===== src/design/dcsp_consts.svh =====
/*
  constants of the three-wire configuration serial port: field positions,
  reset values and address limits.
  assumes it is included by its bare name, once per compilation unit.
*/
// Behaviour
// - every cycle starts with an eight-bit instruction on the first rising edges
// - chip select high then low restarts the instruction phase
// - all later clock edges of the cycle move data bytes
// - a written byte lands in its register right after its last bit
// - instruction top bit one means read, zero means write
// - lower seven instruction bits give the start register address
// - the port steps the address itself for each further byte
// - single and multibyte transfers, both bit orders supported
// - bits are taken on rising clock, read bits driven on falling clock
// - data pin released while chip select is high
// - msb-first steps down toward 0x00, lsb-first up toward 0x7f
// - bit order resets to msb first, applies to instruction and data
`ifndef DCSP_CONSTS_SVH
`define DCSP_CONSTS_SVH

// ==========================================================
// instruction and control fields
`define DCSP_INSTR_RW_BIT   7
`define DCSP_CFG_ADDR       7'h00
`define DCSP_CFG_SDIO_BIT   7
`define DCSP_CFG_LSB_BIT    6
`define DCSP_ADDR_LOW       7'h00
`define DCSP_ADDR_HIGH      7'h7f
`define DCSP_LAST_BIT       3'h7
`define DCSP_REG_RESET      8'h00
`define DCSP_NUM_REGS       128

`endif


===== src/design/dcsp_pkg.sv =====
/*
  types of the configuration serial port.
  assumes dcsp_consts.svh is not needed here; widths are fixed by the byte format.
*/
package dcsp_pkg;

  // ==========================================================
  // serial phase
  typedef enum logic {
    ST_INSTR,
    ST_DATA
  } dcsp_state_t;

  // ==========================================================
  // register write notice towards the core
  typedef struct packed {
    logic       stb;
    logic [6:0] addr;
    logic [7:0] data;
  } dcsp_wr_t;

endpackage


===== src/design/dcsp_serial_port.sv =====
/*
  three-wire configuration serial port with its 128-byte register file.
  assumes serial clock well below ref_clk/4 so every pin edge is seen after sync;
  chip select idles high (pull-up outside), ref_clk 100 MHz.
*/
`timescale 1ns/1ns
`include "dcsp_consts.svh"
module dcsp_serial_port #(
  parameter int NUM_REGS = `DCSP_NUM_REGS
) (
  input  wire logic              ref_clk,
  input  wire logic              rst_n,
  input  wire logic              sclk,
  input  wire logic              cs_n,
  input  wire logic              sdioIn,
  output logic                   sdioOut,
  output logic                   sdioOe_n,
  output dcsp_pkg::dcsp_wr_t     regWr,
  output logic                   cfgLsbFirst,
  output logic                   cfgSdioRead
);

  // ==========================================================
  // pin synchronisation and edge finding
  logic [2:0]            syncOut;
  logic                  sclkPrev_ff;
  dcsp_pkg::dcsp_state_t state_ff;
  dcsp_pkg::dcsp_state_t nxt_state;
  logic [2:0]            bitCnt_ff;
  logic [7:0]            shift_ff;
  logic                  rw_ff;
  logic [6:0]            addr_ff;
  logic [7:0]            tx_ff;
  logic [7:0]            mem_ff [NUM_REGS];
  logic                  sdioOut_ff;
  logic                  sdioOe_n_ff;
  dcsp_pkg::dcsp_wr_t    regWr_ff;

  dcsp_sync #(
    .WIDTH (3)
  ) u_sync (
    .ref_clk (ref_clk),
    .rst_n   (rst_n),
    .din     ({sdioIn, cs_n, sclk}),
    .dout    (syncOut)
  );

  // ==========================================================
  // address stepping, saturates at either end
  function automatic logic [6:0] stepAddr(input logic [6:0] a, input logic up);
    if (up) begin
      stepAddr = (a == `DCSP_ADDR_HIGH) ? a : 7'(a + 7'h01);
    end else begin
      stepAddr = (a == `DCSP_ADDR_LOW) ? a : 7'(a - 7'h01);
    end
  endfunction

  // ==========================================================
  // decode of edges, byte assembly and read bit select
  wire       sclkS    = syncOut[0];
  wire       csHigh   = syncOut[1];
  wire       sdioS    = syncOut[2];
  wire       lsbFirst = mem_ff[`DCSP_CFG_ADDR][`DCSP_CFG_LSB_BIT];
  wire       sdioRead = mem_ff[`DCSP_CFG_ADDR][`DCSP_CFG_SDIO_BIT];
  wire       sclkRise = sclkS & ~sclkPrev_ff;
  wire       sclkFall = ~sclkS & sclkPrev_ff;
  wire       takeBit  = sclkRise & ~csHigh;
  wire       byteDone = takeBit & (bitCnt_ff == `DCSP_LAST_BIT);
  wire       instrEnd = byteDone & (state_ff == dcsp_pkg::ST_INSTR);
  wire       dataEnd  = byteDone & (state_ff == dcsp_pkg::ST_DATA);
  wire [7:0] nxtByte  = lsbFirst ? {sdioS, shift_ff[7:1]} : {shift_ff[6:0], sdioS};
  wire [6:0] addrNext = stepAddr(addr_ff, lsbFirst);
  wire [2:0] txIdx    = lsbFirst ? bitCnt_ff : 3'(`DCSP_LAST_BIT - bitCnt_ff);
  wire       driveBit = sclkFall & ~csHigh & (state_ff == dcsp_pkg::ST_DATA) & rw_ff & sdioRead;

  // ==========================================================
  // phase sequencing
  always_comb begin
    nxt_state = state_ff;
    case (state_ff)
      dcsp_pkg::ST_INSTR: begin
        if (instrEnd) begin
          nxt_state = dcsp_pkg::ST_DATA;
        end
      end
      dcsp_pkg::ST_DATA: begin
        nxt_state = dcsp_pkg::ST_DATA;
      end
      default: begin
        nxt_state = dcsp_pkg::ST_INSTR;
      end
    endcase
    if (csHigh) begin
      nxt_state = dcsp_pkg::ST_INSTR;
    end
  end

  // state, edge history and bit count; deselect also drops a partial byte
  always_ff @(posedge ref_clk or negedge rst_n) begin
    if (!rst_n) begin
      state_ff    <= dcsp_pkg::ST_INSTR;
      sclkPrev_ff <= 1'b0;
      bitCnt_ff   <= 3'h0;
    end else begin
      state_ff    <= nxt_state;
      sclkPrev_ff <= sclkS;
      if (csHigh) begin
        bitCnt_ff <= 3'h0;
      end else if (sclkRise) begin
        bitCnt_ff <= 3'(bitCnt_ff + 3'h1);
      end
    end
  end

  // ==========================================================
  // shift register and instruction fields
  always_ff @(posedge ref_clk or negedge rst_n) begin
    if (!rst_n) begin
      shift_ff <= 8'h00;
      rw_ff    <= 1'b0;
      addr_ff  <= 7'h00;
    end else begin
      if (takeBit) begin
        shift_ff <= nxtByte;
      end
      if (instrEnd) begin
        rw_ff   <= nxtByte[`DCSP_INSTR_RW_BIT];
        addr_ff <= nxtByte[6:0];
      end else if (dataEnd) begin
        addr_ff <= addrNext;
      end
    end
  end

  // ==========================================================
  // register file; only whole bytes are ever written
  always_ff @(posedge ref_clk or negedge rst_n) begin
    if (!rst_n) begin
      for (int i = 0; i < NUM_REGS; i++) begin
        mem_ff[i] <= `DCSP_REG_RESET;
      end
    end else if (dataEnd & ~rw_ff) begin
      mem_ff[addr_ff] <= nxtByte;
    end
  end

  // write notice and read byte preload at each byte boundary
  always_ff @(posedge ref_clk or negedge rst_n) begin
    if (!rst_n) begin
      regWr_ff <= '0;
      tx_ff    <= 8'h00;
    end else begin
      regWr_ff.stb  <= dataEnd & ~rw_ff;
      regWr_ff.addr <= addr_ff;
      regWr_ff.data <= nxtByte;
      if (instrEnd) begin
        tx_ff <= mem_ff[nxtByte[6:0]];
      end else if (dataEnd) begin
        tx_ff <= mem_ff[addrNext];
      end
    end
  end

  // ==========================================================
  // data pin drive; enable is low while driving
  always_ff @(posedge ref_clk or negedge rst_n) begin
    if (!rst_n) begin
      sdioOut_ff  <= 1'b0;
      sdioOe_n_ff <= 1'b1;
    end else if (csHigh) begin
      sdioOut_ff  <= 1'b0;
      sdioOe_n_ff <= 1'b1;
    end else if (driveBit) begin
      sdioOut_ff  <= tx_ff[txIdx];
      sdioOe_n_ff <= 1'b0;
    end
  end

  // outputs straight from flops
  assign sdioOut     = sdioOut_ff;
  assign sdioOe_n    = sdioOe_n_ff;
  assign regWr       = regWr_ff;
  assign cfgLsbFirst = lsbFirst;
  assign cfgSdioRead = sdioRead;
endmodule


===== src/design/dcsp_sync.sv =====
/*
  two-flop level synchroniser for the serial port pins.
  assumes inputs are asynchronous to ref_clk and change slowly next to it.
*/
`timescale 1ns/1ns
module dcsp_sync #(
  parameter int WIDTH = 3
) (
  input  wire logic             ref_clk,
  input  wire logic             rst_n,
  input  wire logic [WIDTH-1:0] din,
  output logic      [WIDTH-1:0] dout
);

  logic [WIDTH-1:0] stage1_ff;

  // ==========================================================
  // first stage feeds only the second
  always_ff @(posedge ref_clk or negedge rst_n) begin
    if (!rst_n) begin
      stage1_ff <= '0;
      dout      <= '0;
    end else begin
      stage1_ff <= din;
      dout      <= stage1_ff;
    end
  end

endmodule


===== config.mk =====
export PLATFORM = sky130hd
export DESIGN_NAME = dcsp_serial_port
export DESIGN_NICKNAME = d
export VERILOG_FILES = /design/src/design/dcsp_pkg.sv /design/src/design/dcsp_serial_port.sv /design/src/design/dcsp_sync.sv
export VERILOG_INCLUDE_DIRS = /design/src /design/src/design
export SDC_FILE = /design/constraint.sdc
export NUM_CORES = 2
export LEC_CHECK = 0
export ABC_AREA = 0
export BUFFER_PORTS_ARGS = -buffer_cell sky130_fd_sc_hd__buf_2
export CORE_MARGIN = 4
export CORE_UTILIZATION = 60
export CTS_CLUSTER_SIZE = 25
export DETAILED_ROUTE_END_ITERATION = 10
export HOLD_SLACK_MARGIN = 0.08
export PLACE_DENSITY = 0.76
export SLEW_MARGIN = 15
export SYNTH_ARGS = -nofsm -noshare
export SYNTH_HDL_FRONTEND = slang
export SYNTH_SLANG_ARGS = --single-unit

===== constraint.sdc =====
create_clock -name ref_clk -period 5.4 [get_ports ref_clk]
set_clock_uncertainty 0.15 [all_clocks]
set_input_delay 0.27 -clock ref_clk [delete_from_list [all_inputs] [get_ports ref_clk]]
set_output_delay 0.27 -clock ref_clk [all_outputs]
set_load 0.02 [all_outputs]

Word-level counts from Yosys, hierarchy flattened
Index checks and enable logic that the tools add are counted.
{"block": "word_totals", "romBits": 0, "output_inout_bits": 20, "memories": 0, "latch_bits": 0, "reg_bits": 1077, "inputBits": 5, "elab_cells": 206, "mem_bits_rw": 0}
{"block": "classes", "n_eq_ne": 2, "bitwise": 19, "order_cmp": 5, "shift": 0, "n_div": 0, "reduce_logical": 5, "n_mux": 29, "addsub": 4, "multipliers": 0}
{"cell": "$bwmux 1024", "count": 1}
{"cell": "$bmux 8 s7", "count": 2}
{"cell": "$mux 8", "count": 8}
{"cell": "$demux 8 s7", "count": 1}
{"cell": "$mux 7", "count": 5}
{"cell": "$ge 8x8->1 const B", "count": 3}
{"cell": "$not 7->8", "count": 3}
{"cell": "$and 1x1->1", "count": 11}
{"cell": "$mux 3", "count": 3}
{"cell": "$lt 8x1->1 const B", "count": 1}
{"cell": "$add 7x1->7 const B", "count": 1}
{"cell": "$eq 7x7->1 const B", "count": 1}
{"cell": "$logic_not 7->1", "count": 1}
{"cell": "$mux 1", "count": 7}
{"cell": "$sub 7x1->7 const B", "count": 1}
{"cell": "$reduce_bool 2->1", "count": 3}
{"cell": "$not 1->1", "count": 5}
{"cell": "$lt 3x4->1 const B", "count": 1}
{"cell": "$add 3x1->3 const B", "count": 1}
{"cell": "$bmux 1 s3", "count": 1}
{"cell": "$eq 3x3->1 const B", "count": 1}
{"cell": "$sub 3x3->3 const A", "count": 1}
{"cell": "$pmux 1 s2", "count": 1}
{"cell": "$logic_and 1x1->1", "count": 1}

Logic depth before layout (Yosys ltp)
{"block": "logic_depth", "word_depth": 9, "ltp_mapped": 17}

Modules after synthesis
Synthesis repeated with hierarchy kept, for this count alone.
{"block": "hier_totals", "hier_cells": 7270, "area_unflattened_um2": 57390.0}
{"module": "dcsp_serial_port", "cells_per_inst": 7264, "area_each_um2": 57239.9, "instances": 1}
{"module": "dcsp_sync", "cells_per_inst": 6, "area_each_um2": 150.1, "instances": 1}

Least setup slack after synthesis
No wires, ideal clock.
{"block": "synth_timing", "path_type": "register to register", "start": "register addr_ff[0]", "end": "register tx_ff[6]", "setup_ns": 0.126, "period_less_slack_ns": 3.824, "arrival_ns": 3.548, "setup_slack_ns": 1.576, "stages_incl_launch_ff": 13, "cell_sequence": "dfrtp_1 -> inv_1 -> clkbuf_1 -> ha_1 -> nor3b_1 -> a22oi_2 -> xnor2_2 -> mux4_2 -> and3_1 -> a311oi_1 -> nand4_1 -> or4_1 -> a221o_1"}
{"block": "synth_between", "elab_chain_cells": 9, "word_cells_on_any_way": 13, "cone_classes": "2 x add/sub; 1 x eq/ne; 8 x mux; 1 x bitwise; 1 x reduce/logical"}
{"item": "start, declared", "line": "dcsp_serial_port.sv:32", "source": "logic [6:0] addr_ff;"}
{"item": "start signal, assigned", "line": "dcsp_serial_port.sv:128", "source": "addr_ff <= nxtByte[6:0];"}
{"item": "start signal, assigned", "line": "dcsp_serial_port.sv:130", "source": "addr_ff <= addrNext;"}
{"item": "$sub 7x1->7 (tied with other cells)", "line": "dcsp_serial_port.sv:54", "source": "stepAddr = (a == `DCSP_ADDR_LOW) ? a : 7'(a - 7'h01);"}
{"item": "$mux 7, on equally long branches", "line": "dcsp_serial_port.sv:54, dcsp_serial_port.sv:52"}
{"item": "$mux 7 *", "line": "dcsp_serial_port.sv:51", "source": "if (up) begin"}
{"item": "$not 7->8 (implied by the code) *", "line": "dcsp_serial_port.sv:159", "source": "tx_ff <= mem_ff[addrNext];"}
{"item": "$bmux 8 s7 *", "line": "dcsp_serial_port.sv:159"}
{"item": "$mux 8 (implied by the code) * (2 in a row)", "line": "dcsp_serial_port.sv:159"}
{"item": "$mux 8 *", "line": "dcsp_serial_port.sv:158", "source": "end else if (dataEnd) begin"}
{"item": "$mux 8 *", "line": "dcsp_serial_port.sv:156", "source": "if (instrEnd) begin"}
{"item": "end signal, assigned", "line": "dcsp_serial_port.sv:157", "source": "tx_ff <= mem_ff[nxtByte[6:0]];"}
{"item": "end signal, assigned", "line": "dcsp_serial_port.sv:159"}
{"item": "end, declared", "line": "dcsp_serial_port.sv:33", "source": "logic [7:0] tx_ff;"}
Mark *: on every way between the ends. The rest lies on a longest branch, timed or not. The select of a mux whose other input is x is not followed.
A chain may end at the register's enable or synchronous reset.

Worst setup path in the final report
{"block": "layout_timing", "start": "register addr_ff[1]", "end": "register tx_ff[4]"}
The elaborated chain is that of the path after synthesis.

==> reports/results.tsv <==
metric	value	unit
Yosys top cell area share	47.3	%
FP Rows	112	
Max Buffers Root-to-Sink	3	
Synth Instances	6736	
Period minus WS final	5.08	ns
crit path max fanout	11	
Vias/cell	6.77	
Placed Area	0.0588	mm2
Clk Latency, worst-skew pair	0.72	ns
Final Setup Violations	0	
top post-synthesis cells by area	dfrtp_1 (47%), nand2_1 (11%), mux2i_1 (5.3%)	
Final Max Tran Viols	0	
Ports	25	
largest net degree at the start of global routing	170	
slowest stage cell, crit path	nor4_1	
Setup crit start kind	register	
Synth top cells by count	nand2_1 (1703), dfrtp_1 (1076), nor2_1 (655), a21oi_1 (598), o21ai_0 (568)	
cell area power density	307	mW/mm2
syn_nets	6745	
highest clock rate	197	MHz
die height	316	um
grt ovf	0	
Iter 0 DRT Violations	7835	
status	finished, final reports clean	
CTS H-tree depth	3	
transition time of the tightest slew-check pin	1.17	ns
Filler cells	7498	
RD Place Congestion	1.07	
number of buffers created by CTS	112	
final antenna-violating net count	0	
core area	0.0937	mm2
crit path cell chain	clkinv_1, ha_1, nor3b_1, a22oi_2, buf_4, xnor2_2, nand3_2, buf_4, a21oi_1, nor4_1, buf_4, nor2_1, or4_1, a221o_1	
most frequent CP cell	buf_4	
Starting Density	60.7	%
First-pass DRT Iterations	7	
CTS clk-pin slew, worst paths	0.06	ns
overall power	19300	uW
synth warn	0	
DR WL/cell	27.3	um
DRC	0	
post-synth top area cell	dfrtp_1	
hold crit path type	input pin to async pin	
slowest stage delay, CP	0.62	ns
Post-CTS Resized	0	
worst path arrival time	5.53	ns
Netlist Area Pre-Place	0.0569	mm2
post-route cell area	0.0629	mm2
Final Hold Vio Count	0	
vias in the first global route	49900	
Reg area	0.0270	mm2
cell family with most CP delay	simple AND/OR/NAND/NOR gates	
HPWL after detailed placement	142000	um
share of layout cells above drive strength 1	9.75	%
Final Cycle Share	94.0	%
Netlist cell types	75	
vias	53600	
clock sink count	1077	
CTS tree	done	
Post-Route Setup TNS	0	ns
number of enable flip-flop cells after synthesis	0	
most frequent cell after synthesis	nand2_1	
Setup CP Type	register to register	
max_slew headroom	21.4	%
die width	316	um
Total Routing Usage GR	43.2	%
Worst Path Required	5.85	ns
Port Buffer Count	24	
synthesis-stage register bit count	1077	
total wire length	216000	um
area of the multi-input gates	0.0277	mm2
peak supply drop	0.300	mV
Top FF cell, synth	dfrtp_1	
post-synthesis sequential area ratio	47.4	%
Max Cap Viol	0	
Syn Area/Cell	8.45	um2
Placement Setup Slack	0.500	ns
RSZ-0062 raised after global routing	false	
Layout area overhead	10.6	%
root buffer cell	clkbuf_16	
post-route setup slack	0.322	ns
fin nets	6572	
ys async rst share	100	%
Critical Path Sink Type	register	
global-route wire length before repair	324000	um
Bufs and invs on worst path	4	
LEAKAGE	0.0265	uW
Die Area	0.0998	mm2
initial antenna violation count	11	
layout make-up:
cell class,instances,share of cell area (%)
Clock inverter,34,0.815
Multi-Input combinational cell,5062,44.0
Timing Repair Buffer,293,4.13
Inverter,17,0.121
Antenna cell,3,0.0119
Clock buffer,175,5.56
Sequential cell,1077,42.8
Tap cell,1254,2.49
flip-flops by register name, indices dropped and copies added (netlist names), 3 cells and up:
name / flops
addr_ff: 7
u_sync.dout: 3
regWr: 16
tx_ff: 8
u_sync.stage1_ff: 3
shift_ff: 8
mem_ff: 1022
bitCnt_ff: 3
where the power goes:
| group | switching (uW) | leakage (uW) | internal, uW |
|---|---|---|---|
| combinational | 2220 | 0.00950 | 513 |
| clock | 3370 | 0.00198 | 5040 |
| sequential | 40.9 | 0.0150 | 8100 |
| total | 5630 | 0.0265 | 13700 |
tightest hold or removal path, stage by stage:
cell and delay [ns]:
dlygate4sd3_1 0.56, buf_8 0.27, buf_16 0.35
layer usage:
metal	GRT usage [%]	vias up	part of all wire, %
li1	-	23100	-
met5	0	-	0.033
met4	27.8	12	8.1
met1	57.4	25800	37
met2	61.4	3765	42
met3	13.8	904	13
per-stage QoR:
step / cells / util [%] / hold WS (ns)
global placement: 7695 / 62.7 / 0.184
finish: 7915 / 67.1 / 0.190
floorplan: 6736 / - / -0.176
global route: 7912 / 67.1 / 0.207
CTS: 7912 / 67.1 / 0.198
detailed placement: 7695 / 62.7 / 0.185
kinds of logic (layout without fill, tap and decap cells):
family / Yosys count / in the layout / share of synthesized area (%)
AND/OR/NAND/NOR: 3048 / 3048 / 22.0
AO/OA/AOI/OAI: 1574 / 1574 / 15.8
flip-flops: 1077 / 1077 / 47.4
buffers and inverters: 597 / 519 / 4.36
multiplexers: 431 / 431 / 10.3
XOR/XNOR: 5 / 5 / 0.0902
adder cells (fa/ha/maj): 4 / 4 / 0.0880
other: 0 / 3 / 0
repair_timing:
action | in CTS | in global routing
hold buffers | 8 | 0
setup endpoints to repair | 0 | 0
buffers inserted | 0 | 0
endpoints found under the hold margin | 209 | 0
final timing paths:
path	to	slack (ns)	start	depth (start not counted)
max	tx_ff[4]$_DFFE_PN0P_	0.32	addr_ff[1]$_DFFE_PN0P_	14
min reg2reg	u_sync.dout[1]$_DFF_PN0_	0.20	u_sync.stage1_ff[1]$_DFF_PN0_	0
min in group ref_clk	u_sync.dout[1]$_DFF_PN0_	0.20	u_sync.stage1_ff[1]$_DFF_PN0_	0
max reg2reg	tx_ff[4]$_DFFE_PN0P_	0.32	addr_ff[1]$_DFFE_PN0P_	14
min	mem_ff[75]$_DFFE_PN0P_	0.19	rst_n	3
max in group asynchronous	mem_ff[908]$_DFFE_PN0P_	4.01	rst_n	3
layout by cell type, fill, tap and decap left out, types with 33 or more instances in the layout:
| cell type | synthesis | final |
|---|---|---|
| clkbuf_8 | 0 | 35 |
| buf_12 | 0 | 33 |
| dfrtp_1 | 1076 | 1075 |
| nand3_1 | 512 | 508 |
| a32oi_1 | 37 | 37 |
| nand4_1 | 33 | 33 |
| nor3_1 | 45 | 35 |
| a22oi_1 | 47 | 47 |
| a31oi_1 | 70 | 70 |
| a21oi_1 | 598 | 597 |
| nor2_1 | 655 | 648 |
| mux4_2 | 123 | 123 |
| o21ai_0 | 568 | 568 |
| nand2_1 | 1703 | 1703 |
| mux2i_1 | 302 | 293 |
| and3_1 | 54 | 54 |
| o22ai_1 | 86 | 86 |
| clkbuf_16 | 0 | 117 |
| a311oi_1 | 61 | 61 |
| buf_4 | 26 | 228 |
(Power assumes the default switching activity.)
